`config.mk`:
```
export PLATFORM = sky130hd
export DESIGN_NAME = pwm_output_control_fault_trigger
export DESIGN_NICKNAME = d
export VERILOG_FILES = /design/src/pwm_ofc_pkg.sv /design/src/pwm_output_control_fault_trigger.sv
export SDC_FILE = /design/constraint.sdc
export NUM_CORES = 1
export LEC_CHECK = 0
export CAP_MARGIN = 20
export CORE_MARGIN = 2
export CORE_UTILIZATION = 40
export DETAILED_ROUTE_END_ITERATION = 10
export DONT_BUFFER_PORTS = 1
export PLACE_DENSITY = 0.6
export SKIP_LAST_GASP = 1
export SLEW_MARGIN = 25
export SYNTH_ARGS = -nofsm -noshare
export SYNTH_HDL_FRONTEND = slang
export SYNTH_SLANG_ARGS = --single-unit
```
`constraint.sdc`:
```
create_clock -name aclk -period 2.45 [get_ports aclk]
set_clock_uncertainty 0.1 [all_clocks]
set_input_delay 0.1225 -clock aclk [delete_from_list [all_inputs] [get_ports aclk]]
set_output_delay 0.1225 -clock aclk [all_outputs]
set_load 0.02 [all_outputs]
```
`src/pwm_ofc_pkg.sv`:
```
// Constants for the PWM output control, fault and event trigger block.
// Assumes a 32-bit AXI4-Lite register bus with 12 address bits.
`default_nettype none

package pwm_ofc_pkg;

	// ----------------------------------------------------------------
	// Register indices (byte address is four times the index)
	// ----------------------------------------------------------------
	localparam logic [9:0] IDX_TB_CTRL   = 10'h1c0;
	localparam logic [9:0] IDX_EVT_CMP   = 10'h1c6;
	localparam logic [9:0] IDX_OUT_CFG   = 10'h1c8;
	localparam logic [9:0] IDX_UPD_CFG   = 10'h1ca;
	localparam logic [9:0] IDX_FLT_CTRL  = 10'h1d0;
	localparam logic [9:0] IDX_OVD_CTRL  = 10'h1d4;
	localparam logic [9:0] IDX_STATUS    = 10'h1e0;

	// ----------------------------------------------------------------
	// Field positions
	// ----------------------------------------------------------------
	localparam int RUN_BIT       = 15;
	localparam int MODE_LSB      = 0;
	localparam int EVT_DIR_BIT   = 15;
	localparam int INDEP_LSB     = 8;
	localparam int PEN_H_LSB     = 4;
	localparam int PEN_L_LSB     = 0;
	localparam int POST_LSB      = 8;
	localparam int OVERRIDE_SYNC_BIT     = 1;
	localparam int UPDATE_LOCKOUT_BIT      = 0;
	localparam int FSTATE_LSB    = 8;
	localparam int FMODE_BIT     = 7;
	localparam int FEN_LSB       = 0;
	localparam int OVD_SEL_LSB   = 8;
	localparam int OVD_VAL_LSB   = 0;
	localparam int STAT_FLAG_BIT = 0;
	localparam int STAT_PIN_BIT  = 1;

	// ----------------------------------------------------------------
	// Reset values
	// ----------------------------------------------------------------
	localparam logic [15:0] RST_EVT_CMP  = 16'h0000;
	localparam logic [15:0] RST_UPD_CFG  = 16'h0000;
	localparam logic [15:0] RST_FLT_CTRL = 16'h0000;
	localparam logic [15:0] RST_OVD_CTRL = 16'h3f00;
	localparam logic [1:0]  RST_MODE     = 2'h0;

	// ----------------------------------------------------------------
	// Time base modes and bus answers
	// ----------------------------------------------------------------
	typedef enum logic [1:0] {
		TB_FREE   = 2'h0,
		TB_UPDN   = 2'h1,
		TB_SINGLE = 2'h2,
		TB_UPDN2  = 2'h3
	} tb_mode_e;

	localparam logic [1:0] RESP_OKAY   = 2'h0;
	localparam logic [1:0] RESP_SLVERR = 2'h2;

endpackage

`default_nettype wire

```
`src/pwm_output_control_fault_trigger.sv`:
```
// Output override, polarity, fault handling and event trigger of a
// three-pair PWM generator, with an AXI4-Lite register slave.
// Assumes the time base, duty comparators and dead-time units sit outside
// on aclk and feed count, period, matches and dead-time shaped levels.
//
// Notes on behaviour
// - Time base mode 10 selects single-pulse; only edge-aligned outputs then.
// - Single-pulse: enabled high and independent low pins go active on run set, inactive on duty match.
// - Single-pulse period match: clear counter, pins inactive, stop run, irq.
// - Six override selects upper half, six values lower; selected pins forced.
// - Complementary pair: low overridden active becomes complement of high.
// - No dead-time is inserted on complementary pairs under override.
// - With sync set, overrides apply at zero, or zero/period in center modes.
// - At reset pins drive inactive if strap is 0, float if strap is 1.
// - High polarity bit sets all high-side levels, low bit all low-side.
// - Each pin has an enable; disabled pins are released to GPIO.
// - Three per-pair fault enables; all clear leaves the pins alone, flag still sets.
// - Six fault-state bits: clear drives inactive, set active, per polarity.
// - Complementary pair with both fault states active: high pin wins.
// - Latched fault holds until pin high and flag cleared, then boundary.
// - Cycle mode holds only while pin low, resumes at next boundary.
// - One fault-mode bit picks latched or cycle-by-cycle handling.
// - Update lockout set blocks loading buffered duty and period values.
// - Event trigger fires when the count equals the event compare value.
// - Up/down modes: phase bit clear fires counting up, set counting down.
// - Event triggers pass a postscaler 1:1 to 1:16 set by four bits.
// - Event postscaler count cleared on compare write and on reset.
// - During sleep a low fault pin raises a wake interrupt.
// - Edge-aligned: active at count zero, inactive at duty match.
// - Count top bit gives direction: 0 counting up, 1 counting down.
`default_nettype none

module pwm_output_control_fault_trigger
	import pwm_ofc_pkg::*;
(
	input  wire logic        aclk,
	input  wire logic        aresetn,
	input  wire logic [11:0] s_axi_awaddr,
	input  wire logic [2:0]  s_axi_awprot,
	input  wire logic        s_axi_awvalid,
	output logic             s_axi_awready,
	input  wire logic [31:0] s_axi_wdata,
	input  wire logic [3:0]  s_axi_wstrb,
	input  wire logic        s_axi_wvalid,
	output logic             s_axi_wready,
	output logic [1:0]       s_axi_bresp,
	output logic             s_axi_bvalid,
	input  wire logic        s_axi_bready,
	input  wire logic [11:0] s_axi_araddr,
	input  wire logic [2:0]  s_axi_arprot,
	input  wire logic        s_axi_arvalid,
	output logic             s_axi_arready,
	output logic [31:0]      s_axi_rdata,
	output logic [1:0]       s_axi_rresp,
	output logic             s_axi_rvalid,
	input  wire logic        s_axi_rready,
	input  wire logic [15:0] time_base_count,
	input  wire logic [14:0] period_value,
	input  wire logic        period_match,
	input  wire logic [2:0]  duty_match,
	input  wire logic [2:0]  dt_high,
	input  wire logic [2:0]  dt_low,
	input  wire logic        sleep_mode,
	input  wire logic        fault_input,
	input  wire logic        reset_pin_state_sel,
	input  wire logic        high_side_polarity,
	input  wire logic        low_side_polarity,
	output logic [2:0]       high_side_output,
	output logic [2:0]       high_side_oe,
	output logic [2:0]       low_side_output,
	output logic [2:0]       low_side_oe,
	output logic             time_base_run,
	output logic [1:0]       time_base_mode_sel,
	output logic             time_base_clear,
	output logic             update_enable,
	output logic             event_trigger,
	output logic             single_pulse_irq,
	output logic             fault_irq,
	output logic             fault_wake_irq
);

	function automatic logic [15:0] merge16(input logic [15:0] old,
		input logic [15:0] wd, input logic [1:0] strb);
		merge16 = {strb[1] ? wd[15:8] : old[15:8],
			strb[0] ? wd[7:0] : old[7:0]};
	endfunction

	// ----------------------------------------------------------------
	// Register bus slave
	// ----------------------------------------------------------------
	logic        awready_ff, bvalid_ff, arready_ff, rvalid_ff;
	logic [1:0]  bresp_ff, rresp_ff;
	logic [31:0] rdata_ff;
	logic [1:0]  mode_ff;
	logic        run_ff, run_d_ff;
	logic [15:0] evt_cmp_ff, out_cfg_ff, upd_cfg_ff, flt_ctrl_ff, ovd_ff;
	logic        flag_ff;
	logic [1:0]  flt_sync_ff;
	logic        fault_low_d_ff;

	wire        wr_en   = awready_ff & s_axi_awvalid & s_axi_wvalid;
	wire [9:0]  wr_idx  = s_axi_awaddr[11:2];
	wire [9:0]  rd_idx  = s_axi_araddr[11:2];
	wire        rd_en   = arready_ff & s_axi_arvalid;
	wire [15:0] wd      = s_axi_wdata[15:0];
	wire [1:0]  ws      = s_axi_wstrb[1:0];
	wire        wr_tbc  = wr_en & (wr_idx == IDX_TB_CTRL);
	wire        wr_evt  = wr_en & (wr_idx == IDX_EVT_CMP) & (|ws);
	wire        wr_stat = wr_en & (wr_idx == IDX_STATUS) & ws[0];
	wire        fault_low = ~flt_sync_ff[1];

	function automatic logic known(input logic [9:0] i);
		known = (i == IDX_TB_CTRL) | (i == IDX_EVT_CMP) |
			(i == IDX_OUT_CFG) | (i == IDX_UPD_CFG) |
			(i == IDX_FLT_CTRL) | (i == IDX_OVD_CTRL) |
			(i == IDX_STATUS);
	endfunction

	logic [15:0] rd_mux;
	always_comb begin
		case (rd_idx)
			IDX_TB_CTRL:  rd_mux = {run_ff, 13'h0000, mode_ff};
			IDX_EVT_CMP:  rd_mux = evt_cmp_ff;
			IDX_OUT_CFG:  rd_mux = out_cfg_ff;
			IDX_UPD_CFG:  rd_mux = upd_cfg_ff;
			IDX_FLT_CTRL: rd_mux = flt_ctrl_ff;
			IDX_OVD_CTRL: rd_mux = ovd_ff;
			IDX_STATUS:   rd_mux = {14'h0000, fault_low, flag_ff};
			default:      rd_mux = 16'h0000;
		endcase
	end

	// Address and data are taken together; one write and one read in flight
	wire nxt_awready = s_axi_awvalid & s_axi_wvalid & ~awready_ff & ~bvalid_ff;
	wire nxt_arready = s_axi_arvalid & ~arready_ff & ~rvalid_ff;

	always_ff @(posedge aclk) begin
		if (!aresetn) begin
			awready_ff <= 1'b0;
			bvalid_ff  <= 1'b0;
			bresp_ff   <= RESP_OKAY;
			arready_ff <= 1'b0;
			rvalid_ff  <= 1'b0;
			rresp_ff   <= RESP_OKAY;
			rdata_ff   <= 32'h0000_0000;
		end else begin
			awready_ff <= nxt_awready;
			arready_ff <= nxt_arready;
			if (wr_en) begin
				bvalid_ff <= 1'b1;
				bresp_ff  <= known(wr_idx) ? RESP_OKAY : RESP_SLVERR;
			end else if (s_axi_bready)
				bvalid_ff <= 1'b0;
			if (rd_en) begin
				rvalid_ff <= 1'b1;
				rdata_ff  <= {16'h0000, rd_mux};
				rresp_ff  <= known(rd_idx) ? RESP_OKAY : RESP_SLVERR;
			end else if (s_axi_rready)
				rvalid_ff <= 1'b0;
		end
	end

	// ----------------------------------------------------------------
	// Control registers
	// ----------------------------------------------------------------
	wire       sp_mode = (mode_ff == TB_SINGLE);
	wire       center  = mode_ff[0];
	wire       sp_end  = sp_mode & run_ff & period_match;
	wire       run_rise = run_ff & ~run_d_ff;
	wire [15:0] tbc_wr = merge16({run_ff, 13'h0000, mode_ff}, wd, ws);

	always_ff @(posedge aclk) begin
		if (!aresetn) begin
			mode_ff     <= RST_MODE;
			run_ff      <= 1'b0;
			run_d_ff    <= 1'b0;
			evt_cmp_ff  <= RST_EVT_CMP;
			// Pin enables start from the strap so float stays float
			out_cfg_ff  <= {13'h0000, 3'h0} |
				{9'h000, {3{~reset_pin_state_sel}}, 1'b0,
				{3{~reset_pin_state_sel}}};
			upd_cfg_ff  <= RST_UPD_CFG;
			flt_ctrl_ff <= RST_FLT_CTRL;
			ovd_ff      <= RST_OVD_CTRL;
		end else begin
			run_d_ff <= run_ff;
			if (wr_tbc) begin
				mode_ff <= tbc_wr[MODE_LSB +: 2];
				run_ff  <= tbc_wr[RUN_BIT];
			end else if (sp_end)
				run_ff <= 1'b0;
			if (wr_en && wr_idx == IDX_EVT_CMP)
				evt_cmp_ff <= merge16(evt_cmp_ff, wd, ws);
			if (wr_en && wr_idx == IDX_OUT_CFG)
				out_cfg_ff <= merge16(out_cfg_ff, wd, ws) & 16'h0777;
			if (wr_en && wr_idx == IDX_UPD_CFG)
				upd_cfg_ff <= merge16(upd_cfg_ff, wd, ws) & 16'h0f03;
			if (wr_en && wr_idx == IDX_FLT_CTRL)
				flt_ctrl_ff <= merge16(flt_ctrl_ff, wd, ws) & 16'h3f87;
			if (wr_en && wr_idx == IDX_OVD_CTRL)
				ovd_ff <= merge16(ovd_ff, wd, ws) & 16'h3f3f;
		end
	end

	// ----------------------------------------------------------------
	// Fault input
	// ----------------------------------------------------------------
	wire [2:0] fen    = flt_ctrl_ff[FEN_LSB +: 3];
	wire       any_en = |fen;
	wire       latched = ~flt_ctrl_ff[FMODE_BIT];
	wire       fault_fall = fault_low & ~fault_low_d_ff;
	wire [14:0] cnt   = time_base_count[14:0];
	wire       cnt_dir = time_base_count[15];
	wire       at_zero = (cnt == 15'h0000);
	wire       bnd    = at_zero | (center & (cnt == period_value));
	logic      fault_active_ff;
	wire       release_ok = ~fault_low & bnd & (~latched | ~flag_ff);

	always_ff @(posedge aclk) begin
		if (!aresetn) begin
			flt_sync_ff     <= 2'h3;
			fault_low_d_ff  <= 1'b0;
			flag_ff         <= 1'b0;
			fault_active_ff <= 1'b0;
		end else begin
			flt_sync_ff    <= {flt_sync_ff[0], fault_input};
			fault_low_d_ff <= fault_low;
			// A new fault edge wins over a software clear
			if (fault_fall)
				flag_ff <= 1'b1;
			else if (wr_stat && wd[STAT_FLAG_BIT])
				flag_ff <= 1'b0;
			if (fault_low && any_en)
				fault_active_ff <= 1'b1;
			else if (release_ok)
				fault_active_ff <= 1'b0;
		end
	end

	// ----------------------------------------------------------------
	// Output path per pair
	// ----------------------------------------------------------------
	logic [15:0] ovd_eff_ff;
	logic [2:0]  pwm_state_ff;
	logic [2:0]  act_h_w, act_l_w, use_f_w;
	wire  [2:0]  indep = out_cfg_ff[INDEP_LSB +: 3];
	wire  [2:0]  pen_h = out_cfg_ff[PEN_H_LSB +: 3];
	wire  [2:0]  pen_l = out_cfg_ff[PEN_L_LSB +: 3];
	wire         override_sync = upd_cfg_ff[OVERRIDE_SYNC_BIT];

	always_ff @(posedge aclk) begin
		if (!aresetn)
			ovd_eff_ff <= RST_OVD_CTRL;
		else if (!override_sync || bnd)
			ovd_eff_ff <= ovd_ff;
	end

	genvar g;
	generate
		for (g = 0; g < 3; g++) begin : g_pair
			wire st_set = run_ff & ((mode_ff == TB_FREE & at_zero) |
				(sp_mode & run_rise));
			wire st_clr = duty_match[g] | (sp_mode & period_match);
			always_ff @(posedge aclk) begin
				if (!aresetn)
					pwm_state_ff[g] <= 1'b0;
				else if (st_clr)
					pwm_state_ff[g] <= 1'b0;
				else if (st_set)
					pwm_state_ff[g] <= 1'b1;
			end
			wire st    = pwm_state_ff[g];
			wire cmp_h = center ? dt_high[g] : st;
			wire cmp_l = center ? dt_low[g] :
				(indep[g] ? st : (~st & run_ff & ~sp_mode));
			wire sel_h = ovd_eff_ff[OVD_SEL_LSB + 2*g + 1];
			wire sel_l = ovd_eff_ff[OVD_SEL_LSB + 2*g];
			wire val_h = ovd_eff_ff[OVD_VAL_LSB + 2*g + 1];
			wire val_l = ovd_eff_ff[OVD_VAL_LSB + 2*g];
			wire ov_h  = sel_h ? val_h : cmp_h;
			// Complemented low tracks the high after its own override, ov_h
			wire ov_l  = sel_l ? ((~indep[g] & val_l) ? ~ov_h : val_l)
				: cmp_l;
			wire fs_h  = flt_ctrl_ff[FSTATE_LSB + 2*g + 1];
			wire fs_l  = flt_ctrl_ff[FSTATE_LSB + 2*g];
			assign use_f_w[g] = fault_active_ff & fen[g];
			assign act_h_w[g] = use_f_w[g] ? fs_h : ov_h;
			assign act_l_w[g] = use_f_w[g] ?
				(fs_l & (indep[g] | ~fs_h)) : ov_l;
		end
	endgenerate

	logic [2:0] hs_out_ff, hs_oe_ff, ls_out_ff, ls_oe_ff;
	always_ff @(posedge aclk) begin
		if (!aresetn) begin
			hs_out_ff <= {3{~high_side_polarity}};
			ls_out_ff <= {3{~low_side_polarity}};
			hs_oe_ff  <= {3{~reset_pin_state_sel}};
			ls_oe_ff  <= {3{~reset_pin_state_sel}};
		end else begin
			hs_out_ff <= act_h_w ~^ {3{high_side_polarity}};
			ls_out_ff <= act_l_w ~^ {3{low_side_polarity}};
			hs_oe_ff  <= pen_h;
			ls_oe_ff  <= pen_l;
		end
	end

	// ----------------------------------------------------------------
	// Event trigger, lockout and interrupts
	// ----------------------------------------------------------------
	logic [3:0] ev_cnt_ff;
	logic       ev_trig_ff, tb_clr_ff, sp_irq_ff, upd_en_ff, wake_ff;
	wire  [3:0] post_sel = upd_cfg_ff[POST_LSB +: 4];
	wire        ev_match = run_ff & (cnt == evt_cmp_ff[14:0]) &
		(~center | (cnt_dir == evt_cmp_ff[EVT_DIR_BIT]));
	wire        ev_fire  = ev_match & (ev_cnt_ff == post_sel);

	always_ff @(posedge aclk) begin
		if (!aresetn) begin
			ev_cnt_ff  <= 4'h0;
			ev_trig_ff <= 1'b0;
			tb_clr_ff  <= 1'b0;
			sp_irq_ff  <= 1'b0;
			upd_en_ff  <= 1'b0;
			wake_ff    <= 1'b0;
		end else begin
			if (wr_evt)
				ev_cnt_ff <= 4'h0;
			else if (ev_fire)
				ev_cnt_ff <= 4'h0;
			else if (ev_match)
				ev_cnt_ff <= ev_cnt_ff + 4'h1;
			ev_trig_ff <= ev_fire & ~wr_evt;
			tb_clr_ff  <= sp_end;
			sp_irq_ff  <= sp_end;
			upd_en_ff  <= ~upd_cfg_ff[UPDATE_LOCKOUT_BIT];
			wake_ff    <= sleep_mode & fault_low;
		end
	end

	assign s_axi_awready      = awready_ff;
	assign s_axi_wready       = awready_ff;
	assign s_axi_bvalid       = bvalid_ff;
	assign s_axi_bresp        = bresp_ff;
	assign s_axi_arready      = arready_ff;
	assign s_axi_rvalid       = rvalid_ff;
	assign s_axi_rdata        = rdata_ff;
	assign s_axi_rresp        = rresp_ff;
	assign high_side_output   = hs_out_ff;
	assign high_side_oe       = hs_oe_ff;
	assign low_side_output    = ls_out_ff;
	assign low_side_oe        = ls_oe_ff;
	assign time_base_run      = run_ff;
	assign time_base_mode_sel = mode_ff;
	assign time_base_clear    = tb_clr_ff;
	assign update_enable      = upd_en_ff;
	assign event_trigger      = ev_trig_ff;
	assign single_pulse_irq   = sp_irq_ff;
	assign fault_irq          = flag_ff;
	assign fault_wake_irq     = wake_ff;
endmodule // pwm_output_control_fault_trigger

`default_nettype wire

```
### Yosys cells after proc, flatten, opt, wreduce, memory -nomap -nowiden

Cells that the tools add are included.

| storage, ports and cells | value |
|---|---|
| flip-flop bits (word level) | 121 |
| latch bits | 0 |
| RAM bits | 0 |
| bits in read-only memories | 0 |
| input port bits | 119 |
| output and inout bits | 62 |
| logic and storage cells | 235 |
| memories kept | 0 |

| cells by class | value |
|---|---|
| add/sub/neg operators | 1 |
| multipliers | 0 |
| divide/modulo/power cells | 0 |
| order comparisons | 0 |
| equal/unequal tests | 22 |
| shifts and indexed selects | 0 |
| mux-type cells | 45 |
| bitwise gates (word level) | 96 |
| reductions and logical operators | 34 |

Operators by type and width:

| cell | count |
|---|---|
| 10-bit by 9-bit equality test with 1-bit output (second input constant) | 14 |
| 16-bit one-hot mux with 7 select lines | 1 |
| 1-bit bitwise AND | 44 |
| 1-bit 2-to-1 mux | 34 |
| 15-bit equality test | 2 |
| 1-bit inverter | 28 |
| 2-bit AND reduction | 12 |
| 1-bit OR | 22 |
| 7-bit 2-to-1 mux | 3 |
| 15-bit zero test | 1 |
| 3-bit 2-to-1 mux | 4 |
| 2-bit nonzero test | 5 |
| 8-bit 2-to-1 mux | 1 |
| 2-bit OR reduction | 4 |
| 1-bit logical AND | 7 |
| 3-bit OR reduction | 2 |
| 3-bit XNOR | 2 |
| 4-bit by 1-bit adder with 4-bit output (second input constant) | 1 |
| 4-bit equality test | 1 |
| 2-bit 2-to-1 mux | 2 |
| 2-bit by 1-bit inequality test with 1-bit output (second input constant) | 2 |
| 2-bit equality test (second input constant) | 1 |
| 2-bit zero test | 1 |
| 2-bit inequality test (second input constant) | 1 |
| other kinds (3) | 3 |

### Depth between registers and ports, before layout

Gate-level depths: netlist (run 1).

| logic depth | value |
|---|---|
| depth in word-level cells | 9 |
| gate-level depth with buffers | 7 |
| depth with buffers taken out | 5 |

### Least setup slack after synthesis (run 1)

Ideal clock, no wire load.

| timing path | value |
|---|---|
| kind | reg2reg |
| start point | register awready_ff, in the netlist s_axi_awready |
| end point | register flt_ctrl_ff[0] |
| setup time | 0.128 ns |
| arrival | 1.658 ns |
| data required time | 2.222 ns |
| slack | 0.564 ns |
| cell stages (with the launch flop) | 6 |
| buffers on the path | 0 |
| clock period less this slack | 1.886 ns |
| path through | dfxtp_1 -> nand4b_1 -> nor4_4 -> nand4b_1 -> mux2i_1 -> nor2_1 |

| on the way | value |
|---|---|
| longest elaborated chain between the ends | 4 |

RTL lines:

| what | line | source |
|---|---|---|
| from (decl) | pwm_output_control_fault_trigger.sv:91 | `logic awready_ff, bvalid_ff, arready_ff, rvalid_ff;` |
| from (signal assigned) | pwm_output_control_fault_trigger.sv:147 | `awready_ff <= nxt_awready;` |
| 1-bit bitwise AND (2 in series) | pwm_output_control_fault_trigger.sv:101 | `wire wr_en = awready_ff & s_axi_awvalid & s_axi_wvalid;` |
| 1-bit logical AND | pwm_output_control_fault_trigger.sv:198 | `if (wr_en && wr_idx == IDX_FLT_CTRL)` |
| 2-bit AND reduction (no source line) | n/a |  |
| to (signal assigned) | pwm_output_control_fault_trigger.sv:199 | `flt_ctrl_ff <= merge16(flt_ctrl_ff, wd, ws) & 16'h3f87;` |
| to (decl) | pwm_output_control_fault_trigger.sv:96 | `logic [15:0] evt_cmp_ff, out_cfg_ff, upd_cfg_ff, flt_ctrl_ff, ovd_ff;` |

No other way between the ends.
A chain may end at the register's enable or synchronous reset.

### Worst setup path in the final report (run 1)

| timing path | value |
|---|---|
| start point | register awready_ff, in the netlist s_axi_awready |
| end point | register evt_cmp_ff[3] |

| on the way | value |
|---|---|
| longest elaborated chain between the ends | 4 |

RTL lines:

| what | line | source |
|---|---|---|
| 1-bit bitwise AND (2 in series) | pwm_output_control_fault_trigger.sv:101 |  |
| 1-bit logical AND | pwm_output_control_fault_trigger.sv:192 | `if (wr_en && wr_idx == IDX_EVT_CMP)` |
| 2-bit AND reduction (no source line) | n/a |  |
| to (signal assigned) | pwm_output_control_fault_trigger.sv:193 | `evt_cmp_ff <= merge16(evt_cmp_ff, wd, ws);` |
| to (decl) | pwm_output_control_fault_trigger.sv:96 |  |

No other way between the ends.

==> impl_metrics.xml, run 1 <==
<?xml version="1.0" encoding="UTF-8"?>
<metrics>
  <group name="sta">
    <metric name="finalCriticalPeriod" unit="ns">2.23</metric>
    <metric name="unrepaired_setup_endpoints_after_global_routing" unit="">no</metric>
    <metric name="timing.final.setup_violations" unit="">0</metric>
    <metric name="fin_setup_tns" unit="ns">0</metric>
    <metric name="finalMaxSlewViolations" unit="">0</metric>
    <metric name="worst_hold_slack" unit="ns">-0.00369</metric>
    <metric name="finalHoldViolations" unit="">1</metric>
    <metric name="relative_slew_margins" unit="%">45.7</metric>
    <metric name="fmax" unit="MHz">449</metric>
    <metric name="share_of_the_clock_period_used_by_the_worst_path_after_layout" unit="%">90.9</metric>
    <metric name="worst_pin_slew" unit="ns">0.813</metric>
  </group>
  <group name="synthesis">
    <metric name="ys_dominant_reg_cell" unit="">sky130_fd_sc_hd__dfxtp_1</metric>
    <metric name="post_synth_xor_area_fraction" unit="%">6.12</metric>
    <metric name="postSynthAreaPerCell" unit="um2">8.82</metric>
    <metric name="synth-compound-area-share" unit="%">17.5</metric>
    <metric name="largest_family_of_logic_cells_by_synthesized_area" unit="">simple AND/OR/NAND/NOR gates</metric>
    <metric name="synthArstFlopShare" unit="%">0</metric>
    <metric name="yosys.area_share.adder" unit="%">0.208</metric>
    <metric name="synth.yosys.seq_area_share" unit="%">40.6</metric>
    <metric name="yosys.area.top_type_share" unit="%">37.6</metric>
    <metric name="synth_seq_cells" unit="">119</metric>
    <metric name="netlist_area" unit="um2">6010</metric>
    <metric name="area_leader_netlist" unit="">sky130_fd_sc_hd__dfxtp_1</metric>
    <metric name="netlist_top_cells_count" unit="">sky130_fd_sc_hd__dfxtp_1, sky130_fd_sc_hd__nand2_1, sky130_fd_sc_hd__nor2_1</metric>
    <metric name="synthTopCellsByArea" unit="">sky130_fd_sc_hd__dfxtp_1, sky130_fd_sc_hd__mux2i_1, sky130_fd_sc_hd__nand2_1</metric>
    <metric name="synth_enable_flop_cells" unit="">6</metric>
    <metric name="post-synth-top-count-cell" unit="">sky130_fd_sc_hd__dfxtp_1</metric>
    <metric name="yosysWarnings" unit="">0</metric>
    <metric name="synth-simple-area-share" unit="%">23.2</metric>
    <metric name="number_of_instances_in_the_synthesized_netlist" unit="">682</metric>
    <metric name="synthDistinctLibCells" unit="">67</metric>
    <metric name="post_synth_mux_area_share" unit="%">6.53</metric>
  </group>
  <group name="power">
    <metric name="leakagePower" unit="nW">2.66</metric>
    <metric name="p_int" unit="W">0.00370</metric>
    <metric name="p_clk_share" unit="%">52.0</metric>
    <metric name="seq_power_share" unit="%">42.0</metric>
    <metric name="power.share.combinational" unit="%">6.0</metric>
    <metric name="sw_frac_of_total" unit="%">23.3</metric>
    <metric name="pwr_density_cell" unit="nW/um2">664</metric>
    <metric name="ir_drop" unit="mV">0.513</metric>
    <metric name="power_switching" unit="W">0.00113</metric>
  </group>
  <group name="clock_network">
    <metric name="cts-htree-levels" unit="">4</metric>
    <metric name="clock_sinks" unit="">119</metric>
    <metric name="clock_tree.root_cell" unit="">sky130_fd_sc_hd__clkbuf_16</metric>
    <metric name="clock_network_latency_to_the_later_pin_of_the_worst_skew_pair" unit="ns">0.42</metric>
    <metric name="cts-root-to-sink-buffers" unit="">2</metric>
    <metric name="tritoncts" unit="">yes</metric>
    <metric name="clk_pin_slew" unit="ns">0.06</metric>
    <metric name="postCtsResizedCells" unit="">0</metric>
    <metric name="numCtsBuffers" unit="">17</metric>
  </group>
  <group name="setup_path">
    <metric name="critical_path_arrival" unit="ns">2.48</metric>
    <metric name="reg2reg_depth" unit="">6</metric>
    <metric name="rr_startpoint" unit="">s_axi_awready</metric>
    <metric name="crit_start" unit="">s_axi_awready</metric>
    <metric name="crit_slowest_cell" unit="">sky130_fd_sc_hd__dlygate4sd3_1</metric>
    <metric name="worst-path-max-fanout" unit="">8</metric>
    <metric name="required" unit="ns">2.71</metric>
    <metric name="critical_path.top_delay_family" unit="">buffers and inverters</metric>
    <metric name="crit_path_start_kind" unit="">flip-flop</metric>
    <metric name="r2r_setup_slack" unit="ns">0.22</metric>
    <metric name="cp_cell_sequence" unit="">nand4b_1 &gt; nor4_4 &gt; buf_4 &gt; nand3_1 &gt; dlygate4sd3_1 &gt; a21oi_1</metric>
    <metric name="critical_path_start_end_classification" unit="">flip-flop to flip-flop</metric>
    <metric name="crit_path_end_kind" unit="">flip-flop</metric>
    <metric name="worst_r2r_endpoint" unit="">evt_cmp_ff[3]</metric>
    <metric name="timing.critical_path.slowest_cell_delay" unit="ns">0.58</metric>
    <metric name="bufs_and_invs_on_worst_path" unit="">2</metric>
    <metric name="destination_of_the_critical_timing_path" unit="">evt_cmp_ff[3]</metric>
    <metric name="path_depth" unit="">6</metric>
  </group>
  <group name="route">
    <metric name="post-route-drc-count" unit="">0</metric>
    <metric name="drt_first_pass_iters" unit="">5</metric>
    <metric name="detailroute.via_count" unit="">5389</metric>
    <metric name="routed_wirelength" unit="um">19000</metric>
    <metric name="final_antenna_net_count" unit="">0</metric>
    <metric name="avgViaCountPerCell" unit="">5.81</metric>
    <metric name="drtIter0Drc" unit="">417</metric>
    <metric name="route.detailed.wl_per_inst" unit="um">20.5</metric>
  </group>
  <group name="global_route">
    <metric name="grt_antenna_before_repair" unit="">0</metric>
    <metric name="track_usage" unit="%">23.9</metric>
    <metric name="grt_pass1_vias" unit="">5319</metric>
    <metric name="gr_overflow_total" unit="">0</metric>
    <metric name="pin_count_of_the_biggest_net_entering_global_routing" unit="">43</metric>
    <metric name="wire_length_of_the_first_global_routing_pass" unit="um">29400</metric>
  </group>
  <group name="placement">
    <metric name="place.port_buffers" unit="">0</metric>
    <metric name="routability_driven_placement_congestion_ratio" unit="">0.879</metric>
    <metric name="dp.final_hpwl" unit="um">13700</metric>
  </group>
  <group name="cells_and_area">
    <metric name="syn2layout_area_growth" unit="%">20.8</metric>
    <metric name="share_of_cells_above_drive_strength_1" unit="%">9.01</metric>
    <metric name="final.fill_count" unit="">1362</metric>
    <metric name="area_taken_by_flip_flops_and_latches" unit="um2">2440</metric>
    <metric name="area_taken_by_multi_input_logic_gates" unit="um2">3290</metric>
    <metric name="fin_nets" unit="">851</metric>
    <metric name="antenna_cells_inserted" unit="">0</metric>
  </group>
  <group name="hold_path">
    <metric name="min-delay-path-class" unit="">input port to flip-flop</metric>
  </group>
  <group name="die">
    <metric name="die_area" unit="um2">16000</metric>
    <metric name="initial_core_util" unit="%">41.2</metric>
    <metric name="die_y" unit="um">127</metric>
    <metric name="core_area" unit="um2">14600</metric>
    <metric name="std_cell_rows" unit="">44</metric>
    <metric name="dieWidth" unit="um">127</metric>
    <metric name="io-pin-count" unit="">181</metric>
  </group>
  <group name="run_status">
    <metric name="run_status" unit="">finished, violations left</metric>
    <metric name="failed_checks" unit="">hold timing</metric>
  </group>
  <group name="flow_run">
    <metric name="max_cap_violations" unit="">0</metric>
  </group>
</metrics>
## cell families after synthesis
family,after synthesis
other cells,1
buf+inv,69
flops,119
xor+xnor,42
mux,39
compound gates,148
simple gates,263
fa+ha+maj,1
## placed cells by master (no fill, tap or decap), drive strengths merged, types with 5 or more instances in the layout
cell type,count
nand4b,6
clkbuf,19
nand2b,8
nor4,11
a21o,10
xnor2,35
buf,13
a21oi,40
nor2b,7
dlygate4sd3,53
a31oi,6
nor3,9
mux2i,37
a221oi,14
xor2,7
edfxtp,6
o21ai,26
dfxtp,113
nor2,51
nand2,91
clkinv,5
a211oi,11
and3,5
inv,17
or3,5
nand3,28
nand4,16
o41a,6
a22oi,10
conb,18
## tightest hold or removal path: stages
cell,delay (ns)
sky130_fd_sc_hd__nand2_1,0.03
sky130_fd_sc_hd__o21ai_0,0.09
sky130_fd_sc_hd__a211oi_1,0.11
sky130_fd_sc_hd__xor2_1,0.11
## power groups by stage
stage	Combinational, W	Sequential [W]	Clock [W]
after global placement	0.000188	0.00207	0
after floorplan	0.000200	0.00206	0
after global routing	0.000315	0.00203	0.00262
after CTS	0.000287	0.00203	0.00254
after detailed placement	0.000192	0.00207	0
final	0.000291	0.00203	0.00251
## cell type report
| type | instances | area share [%] |
|---|---|---|
| Clock buffer | 19 | 5.96 |
| Multi-Input combinational cell | 511 | 45.3 |
| Timing Repair Buffer | 66 | 8.99 |
| Sequential cell | 119 | 33.6 |
| Inverter | 16 | 0.827 |
| Tap cell | 184 | 3.17 |
| Clock inverter | 13 | 2.15 |
## metrics by stage
stage	cells	util (%)	power, W	area, um2	setup WS (ns)
2_1_floorplan	699	-	0.00226	6080	0.564
3_3_place_gp	842	42.0	0.00226	6120	0.469
3_5_place_dp	842	42.0	0.00226	6120	0.442
4_1_cts	928	49.8	0.00485	7260	0.170
5_1_grt	928	49.8	0.00496	7260	0.0688
6_report	928	49.8	0.00483	7260	0.224
## repair_timing
item | 4_1_cts | 5_1_grt
setup buffers | 0 | 0
setup endpoints to repair | 0 | 1
hold endpoints to repair | 100 | 0
hold buffers | 54 | 0
## layer usage
metal | GRT usage, % | wire (um) | up-vias
li1 | - | - | 2538
met1 | 29.6 | 7860 | 2601
met2 | 38.5 | 9160 | 210
met3 | 7.13 | 1350 | 40
met4 | 10.7 | 626 | 0
met5 | 0 | 0 | -
## state kept, by name, indices dropped and copies added, names as in the netlist, 3 cells and up
signal / cells
evt_cmp_ff: 16
high_side_oe: 3
s_axi_rdata: 16
high_side_output: 3
g_pair.st: 3
low_side_oe: 3
upd_cfg_ff: 6
ovd_ff: 12
flt_ctrl_ff: 10
ev_cnt_ff: 4
ovd_eff_ff: 12
low_side_output: 3
out_cfg_ff: 9
## how the worst min path moves through the flow
stage / from / endpoint / slack (ns) / cells past startpoint
after floorplan: duty_match[0] / g_pair[0].st / 0.10 / 1
after global placement: aresetn / ovd_ff[9] / 0.1 / 1
after detailed placement: aresetn / ovd_ff[10] / 0.10 / 1
after CTS: s_axi_wstrb[0] / ovd_ff[1] / 0.001 / 3
after global routing: dt_low[1] / low_side_output[1] / 0.01 / 4
final: dt_low[1] / low_side_output[1] / -0.004 / 4
(Power assumes the default switching activity.)
==> run 2, diff against run 1 <==
==> constraint.sdc (replaced) <==
create_clock -name aclk -period 2.45 [get_ports aclk]
set_clock_uncertainty 0.1 [all_clocks]
set_input_delay 0.245 -clock aclk [delete_from_list [all_inputs] [get_ports aclk]]
set_output_delay 0.245 -clock aclk [all_outputs]
set_load 0.02 [all_outputs]
==> run 2 against run 1 <==
  * The flow now finishes without violations
  * Critical path depth did not move
  * Total power fell by 3.2%
  * Maximum frequency rose by 7.8%
  * Worst setup slack improved by 0.16 ns
  * Count of clock-buffer cells in the layout fell by 1
  * Core utilization fell by 1.4 points
  * Hold slack improved by 0.031 ns
==> impl_metrics.xml, run 2 (synthesis results as in run 1) <==
<?xml version="1.0" encoding="UTF-8"?>
<metrics>
  <group name="run_status">
    <metric name="run_status" unit="">finished clean</metric>
  </group>
  <group name="sta">
    <metric name="finalHoldViolations" unit="">0</metric>
    <metric name="fin_setup_tns" unit="ns">0</metric>
    <metric name="worst_hold_slack" unit="ns">0.0273</metric>
    <metric name="finalMaxSlewViolations" unit="">0</metric>
    <metric name="worst_pin_slew" unit="ns">0.761</metric>
    <metric name="share_of_the_clock_period_used_by_the_worst_path_after_layout" unit="%">84.3</metric>
    <metric name="timing.final.setup_violations" unit="">0</metric>
    <metric name="finalCriticalPeriod" unit="ns">2.07</metric>
    <metric name="final.setup.worst_slack" unit="ns">0.384</metric>
    <metric name="fmax" unit="MHz">484</metric>
    <metric name="unrepaired_setup_endpoints_after_global_routing" unit="">no</metric>
    <metric name="relative_slew_margins" unit="%">49.2</metric>
  </group>
  <group name="die">
    <metric name="initial_core_util" unit="%">41.2</metric>
    <metric name="die_area" unit="um2">16000</metric>
    <metric name="die_y" unit="um">127</metric>
    <metric name="core_area" unit="um2">14600</metric>
    <metric name="std_cell_rows" unit="">44</metric>
    <metric name="dieWidth" unit="um">127</metric>
    <metric name="io-pin-count" unit="">181</metric>
  </group>
  <group name="route">
    <metric name="drt_first_pass_iters" unit="">5</metric>
    <metric name="route.detailed.wl_per_inst" unit="um">20.6</metric>
    <metric name="final_antenna_net_count" unit="">0</metric>
    <metric name="post-route-drc-count" unit="">0</metric>
    <metric name="avgViaCountPerCell" unit="">5.82</metric>
    <metric name="routed_wirelength" unit="um">18700</metric>
    <metric name="drtIter0Drc" unit="">494</metric>
    <metric name="detailroute.via_count" unit="">5304</metric>
  </group>
  <group name="setup_path">
    <metric name="required" unit="ns">2.71</metric>
    <metric name="worst-path-max-fanout" unit="">19</metric>
    <metric name="worst_r2r_endpoint" unit="">evt_cmp_ff[14]</metric>
    <metric name="crit_start" unit="">s_axi_awready</metric>
    <metric name="cp_cell_sequence" unit="">nand4b_1 &gt; nor4_4 &gt; buf_4 &gt; nand3_1 &gt; dlygate4sd3_1 &gt; a21oi_1</metric>
    <metric name="rr_startpoint" unit="">s_axi_awready</metric>
    <metric name="crit_path_start_kind" unit="">flip-flop</metric>
    <metric name="reg2reg_depth" unit="">6</metric>
    <metric name="timing.critical_path.slowest_cell_delay" unit="ns">0.56</metric>
    <metric name="crit_slowest_cell" unit="">sky130_fd_sc_hd__dlygate4sd3_1</metric>
    <metric name="r2r_setup_slack" unit="ns">0.38</metric>
    <metric name="critical_path_start_end_classification" unit="">flip-flop to flip-flop</metric>
    <metric name="critical_path_arrival" unit="ns">2.33</metric>
    <metric name="destination_of_the_critical_timing_path" unit="">evt_cmp_ff[14]</metric>
    <metric name="crit_path_end_kind" unit="">flip-flop</metric>
  </group>
  <group name="placement">
    <metric name="pre_cts_slack" unit="ns">0.361</metric>
    <metric name="dp.final_hpwl" unit="um">13800</metric>
    <metric name="place.port_buffers" unit="">0</metric>
    <metric name="routability_driven_placement_congestion_ratio" unit="">0.890</metric>
  </group>
  <group name="clock_network">
    <metric name="clock_network_latency_to_the_later_pin_of_the_worst_skew_pair" unit="ns">0.43</metric>
    <metric name="tritoncts" unit="">yes</metric>
    <metric name="post-cts-setup-buffers" unit="">0</metric>
    <metric name="cts-root-to-sink-buffers" unit="">2</metric>
    <metric name="numCtsBuffers" unit="">17</metric>
    <metric name="clock_tree.root_cell" unit="">sky130_fd_sc_hd__clkbuf_16</metric>
    <metric name="clk_pin_slew" unit="ns">0.06</metric>
    <metric name="clock_sinks" unit="">119</metric>
    <metric name="postCtsResizedCells" unit="">0</metric>
    <metric name="cts-htree-levels" unit="">4</metric>
  </group>
  <group name="power">
    <metric name="leakagePower" unit="nW">2.56</metric>
    <metric name="pwr_density_cell" unit="nW/um2">661</metric>
    <metric name="total_power" unit="W">0.00467</metric>
    <metric name="ir_drop" unit="mV">0.536</metric>
  </group>
  <group name="global_route">
    <metric name="gr_overflow_total" unit="">0</metric>
    <metric name="track_usage" unit="%">23.9</metric>
    <metric name="grt_pass1_vias" unit="">5247</metric>
    <metric name="pin_count_of_the_biggest_net_entering_global_routing" unit="">40</metric>
    <metric name="grt_antenna_before_repair" unit="">0</metric>
    <metric name="wire_length_of_the_first_global_routing_pass" unit="um">29500</metric>
  </group>
  <group name="cells_and_area">
    <metric name="antenna_cells_inserted" unit="">0</metric>
    <metric name="share_of_cells_above_drive_strength_1" unit="%">9.75</metric>
    <metric name="layout.cells.most_common" unit="">sky130_fd_sc_hd__dfxtp_1</metric>
    <metric name="syn2layout_area_growth" unit="%">17.4</metric>
    <metric name="final.fill_count" unit="">1363</metric>
    <metric name="fin_nets" unit="">835</metric>
    <metric name="layout.cells.most_common_list" unit="">sky130_fd_sc_hd__dfxtp_1, sky130_fd_sc_hd__nand2_1, sky130_fd_sc_hd__nor2_1</metric>
  </group>
  <group name="hold_path">
    <metric name="min-delay-path-class" unit="">input port to flip-flop</metric>
  </group>
  <group name="flow_run">
    <metric name="max_cap_violations" unit="">0</metric>
  </group>
</metrics>
-- run 2: cell types whose count changed in the layout (fill, tap and decap cells not counted), sizes merged --
cell,change
dlygate4sd3,-18
buf,+2
bufinv,-2
inv,+1
clkinv,-1
clkinvlp,+3
clkbuf,-1
-- run 2: power breakdown --
part	switching (W)	leakage [nW]	internal, W
registers	0.0000421	0.975	0.00199
logic	0.000160	1.33	0.000116
clock network	0.000948	0.255	0.00142
total	0.00115	2.56	0.00352
-- run 2: through the flow --
stage                     instance area, um2  util (%)  instances
after floorplan                         6080         -        699
after global placement                  6130      42.0        844
after detailed placement                6130      42.0        844
after CTS                               7060      48.4        912
after global routing                    7060      48.4        912
final                                   7060      48.4        912
-- run 2: critical path: cells and delay by family, from the launching register on --
family	cells	cell delay, ns
AO/OA/AOI/OAI	1	0.11
flip-flops	1	0.35
AND/OR/NAND/NOR	3	0.58
buffers and inverters	2	0.84
-- run 2: layout make-up --
class / instances / area (um2) / area share, %
Timing Repair Buffer: 50 / 475 / 6.73
Clock inverter: 14 / 126 / 1.79
Tap cell: 184 / 230 / 3.26
Sequential cell: 119 / 2440 / 34.6
Multi-Input combinational cell: 511 / 3290 / 46.6
Inverter: 16 / 60.1 / 0.850
Clock buffer: 18 / 439 / 6.22
-- run 2: metal layers --
metal	track usage (%)	part of all wire (%)	wire, um	vias to the layer above
met5	0	0	0	-
met1	29.4	42	7860	2578
met3	8.14	7.3	1370	34
met2	38.7	48	8950	185
met4	9.11	3.0	561	0
li1	-	-	-	2507
-- run 2: what timing repair did --
| action | 4_1_cts | 5_1_grt |
|---|---|---|
| setup endpoints to repair | 0 | 0 |
| hold endpoints to repair | 92 | 0 |
| hold buffers | 36 | 0 |
-- run 2: worst min path at each step --
stage	slack [ns]	end	from	cells past startpoint
after floorplan	0.22	g_pair[0].st	duty_match[0]	1
final	0.03	low_side_oe[1]	reset_pin_state_sel	2
after global placement	0.22	ovd_ff[8]	aresetn	1
after global routing	0.03	high_side_oe[1]	reset_pin_state_sel	2
after detailed placement	0.22	ovd_ff[11]	aresetn	1
after CTS	0.02	high_side_oe[1]	reset_pin_state_sel	2
==> run 3, diff against run 2 <==
- PLACE_DENSITY: 0.6 -> 0.62
- clock period: 2.45 -> 1.73 ns (I/O delays scaled with it)
==> run 3 against run 2 <==
  * The flow now finishes with violations (hold timing)
  * Wire length is 1.2% higher
  * Final cell count increased by 3.6%
  * Core utilization is 3.2 points higher
==> impl_metrics.xml, run 3 (synthesis results as in run 1) <==
<?xml version="1.0" encoding="UTF-8"?>
<metrics>
  <group name="sta">
    <metric name="finalHoldViolations" unit="">8</metric>
    <metric name="final.setup.worst_slack" unit="ns">0.0550</metric>
    <metric name="finalCriticalPeriod" unit="ns">1.67</metric>
    <metric name="worst_hold_slack" unit="ns">-0.200</metric>
    <metric name="share_of_the_clock_period_used_by_the_worst_path_after_layout" unit="%">96.8</metric>
    <metric name="unrepaired_setup_endpoints_after_global_routing" unit="">yes</metric>
    <metric name="timing.final.setup_violations" unit="">0</metric>
    <metric name="fmax" unit="MHz">597</metric>
    <metric name="worst_pin_slew" unit="ns">0.788</metric>
    <metric name="relative_slew_margins" unit="%">47.3</metric>
    <metric name="finalMaxSlewViolations" unit="">0</metric>
  </group>
  <group name="clock_network">
    <metric name="clock_tree.root_cell" unit="">sky130_fd_sc_hd__clkbuf_16</metric>
    <metric name="cts-hold-fix-buffers" unit="">39</metric>
    <metric name="tritoncts" unit="">yes</metric>
    <metric name="numCtsBuffers" unit="">17</metric>
    <metric name="clock_sinks" unit="">119</metric>
    <metric name="clock_network_latency_to_the_later_pin_of_the_worst_skew_pair" unit="ns">0.43</metric>
    <metric name="cts-root-to-sink-buffers" unit="">2</metric>
    <metric name="clk_pin_slew" unit="ns">0.06</metric>
    <metric name="cts-htree-levels" unit="">4</metric>
  </group>
  <group name="setup_path">
    <metric name="critical_path.top_delay_family" unit="">simple AND/OR/NAND/NOR gates</metric>
    <metric name="crit_path_end_kind" unit="">flip-flop</metric>
    <metric name="cp_cell_sequence" unit="">buf_4 &gt; and3_1 &gt; nand4_1 &gt; o21ai_1 &gt; buf_4</metric>
    <metric name="bufs_and_invs_on_worst_path" unit="">2</metric>
    <metric name="crit_path_start_kind" unit="">flip-flop</metric>
    <metric name="crit_slowest_cell" unit="">sky130_fd_sc_hd__dfxtp_4</metric>
    <metric name="critical-path-top-cell-by-count" unit="">sky130_fd_sc_hd__buf_4</metric>
    <metric name="critical_path_arrival" unit="ns">1.71</metric>
    <metric name="critical_path_start_end_classification" unit="">flip-flop to flip-flop</metric>
    <metric name="timing.critical_path.slowest_cell_delay" unit="ns">0.34</metric>
    <metric name="required" unit="ns">1.76</metric>
    <metric name="worst-path-max-fanout" unit="">6</metric>
  </group>
  <group name="power">
    <metric name="ir_drop" unit="mV">0.690</metric>
    <metric name="leakagePower" unit="nW">2.80</metric>
    <metric name="pwr_density_cell" unit="nW/um2">902</metric>
  </group>
  <group name="cells_and_area">
    <metric name="antenna_cells_inserted" unit="">0</metric>
    <metric name="final.fill_count" unit="">1320</metric>
    <metric name="share_of_cells_above_drive_strength_1" unit="%">16.2</metric>
    <metric name="layout.cells.most_common" unit="">sky130_fd_sc_hd__dfxtp_1</metric>
    <metric name="syn2layout_area_growth" unit="%">25.2</metric>
    <metric name="fin_nets" unit="">869</metric>
    <metric name="layout.cells.most_common_list" unit="">sky130_fd_sc_hd__dfxtp_1, sky130_fd_sc_hd__nand2_1, sky130_fd_sc_hd__nor2_1</metric>
    <metric name="fin_cells" unit="">945</metric>
  </group>
  <group name="route">
    <metric name="drtIter0Drc" unit="">426</metric>
    <metric name="routed.top_layer" unit="">met4</metric>
    <metric name="post-route-drc-count" unit="">0</metric>
    <metric name="routedLengthMet1" unit="um">7920</metric>
    <metric name="routed_wirelength" unit="um">19000</metric>
    <metric name="drt_first_pass_iters" unit="">5</metric>
    <metric name="detailroute.via_count" unit="">5494</metric>
    <metric name="met2_length" unit="um">9100</metric>
    <metric name="detailroute.wirelength.met3" unit="um">1610</metric>
    <metric name="route.detailed.wl_per_inst" unit="um">20.1</metric>
    <metric name="avgViaCountPerCell" unit="">5.81</metric>
    <metric name="final_antenna_net_count" unit="">0</metric>
  </group>
  <group name="placement">
    <metric name="placed_cells" unit="">873</metric>
    <metric name="routability_driven_placement_congestion_ratio" unit="">0.842</metric>
    <metric name="pre_cts_slack" unit="ns">-0.113</metric>
    <metric name="place.port_buffers" unit="">0</metric>
    <metric name="dp.final_hpwl" unit="um">14000</metric>
  </group>
  <group name="hold_path">
    <metric name="min-delay-path-class" unit="">input port to flip-flop</metric>
  </group>
  <group name="global_route">
    <metric name="pin_count_of_the_biggest_net_entering_global_routing" unit="">41</metric>
    <metric name="wire_length_of_the_first_global_routing_pass" unit="um">29400</metric>
    <metric name="gr_overflow_total" unit="">0</metric>
    <metric name="track_usage" unit="%">23.7</metric>
    <metric name="grt_pass1_vias" unit="">5270</metric>
    <metric name="grt_antenna_before_repair" unit="">0</metric>
  </group>
  <group name="die">
    <metric name="die_y" unit="um">127</metric>
    <metric name="initial_core_util" unit="%">41.2</metric>
    <metric name="core_area" unit="um2">14600</metric>
    <metric name="die_area" unit="um2">16000</metric>
    <metric name="io-pin-count" unit="">181</metric>
    <metric name="dieWidth" unit="um">127</metric>
    <metric name="std_cell_rows" unit="">44</metric>
  </group>
  <group name="run_status">
    <metric name="run_status" unit="">finished, violations left</metric>
    <metric name="failed_checks" unit="">hold timing</metric>
  </group>
  <group name="flow_run">
    <metric name="max_cap_violations" unit="">0</metric>
  </group>
</metrics>
[run 3: changes by cell type in the layout (fill, tap and decap cells not counted), sizes merged]
cell	delta
buf	+31
clkinvlp	-5
clkinv	+3
dlygate4sd3	+3
bufinv	+1
clkbuf	-1
inv	+1
[run 3: timing repair]
item                                   CTS  global route
endpoints found under the hold margin   93             8
gates resized for setup                  4            14
pin swaps                                2             2
cloned                                   0             0
setup buffers                            1             1
setup endpoints to repair               26            30
[run 3: where the power goes]
part / total [W] / internal (W) / leakage (nW) / switching [W]
sequential: 0.00286 / 0.00281 / 0.975 / 0.0000543
clock: 0.00350 / 0.00212 / 0.280 / 0.00138
combinational: 0.000425 / 0.000187 / 1.54 / 0.000238
[run 3: path summary, 6_finish.rpt]
path | cells past startpoint | end | slack [ns] | from
setup reg to reg | 5 | out_cfg_ff[0] | 0.06 | s_axi_awready
setup / recovery | 5 | out_cfg_ff[0] | 0.06 | s_axi_awready
hold reg to reg | 1 | flt_sync_ff[1] | 0.32 | flt_sync_ff[0]
hold / removal | 2 | evt_cmp_ff[6] | -0.20 | s_axi_wstrb[0]
[run 3: through the flow]
stage	setup TNS [ns]	instance area (um2)	hold WS [ns]	util, %	power [W]
final	0	7530	-0.200	51.6	0.00679
after global routing	-0.112	7530	-0.217	51.6	0.00700
after CTS	0	7470	-0.213	51.2	0.00682
after detailed placement	-1.92	6460	0.151	44.3	0.00322
after global placement	-0.805	6460	0.147	44.3	0.00321
after floorplan	-4.03	6160	0.152	-	0.00321
[run 3: worst register-to-register path, stage by stage (launching register included)]
cell and delay, ns:
sky130_fd_sc_hd__dfxtp_4 0.34, sky130_fd_sc_hd__buf_4 0.18, sky130_fd_sc_hd__and3_1 0.23, sky130_fd_sc_hd__nand4_1 0.16, sky130_fd_sc_hd__o21ai_1 0.19, sky130_fd_sc_hd__buf_4 0.19
[run 3: routing by layer]
metal / vias up / global-route usage [%]
met5: - / 0
met4: 0 / 7.50
met3: 27 / 6.58
met2: 276 / 38.8
met1: 2624 / 30.4
li1: 2567 / -
[run 3: cell type report]
| class | instances | area, um2 | share of cell area, % |
|---|---|---|---|
| multi-input cells | 511 | 3400 | 45.2 |
| repair buffers | 84 | 811 | 10.8 |
| well taps | 184 | 230 | 3.06 |
| clock inverters | 14 | 151 | 2.01 |
| clock buffers | 17 | 425 | 5.65 |
| inverters | 16 | 60.1 | 0.798 |
| flip-flops and latches | 119 | 2450 | 32.5 |
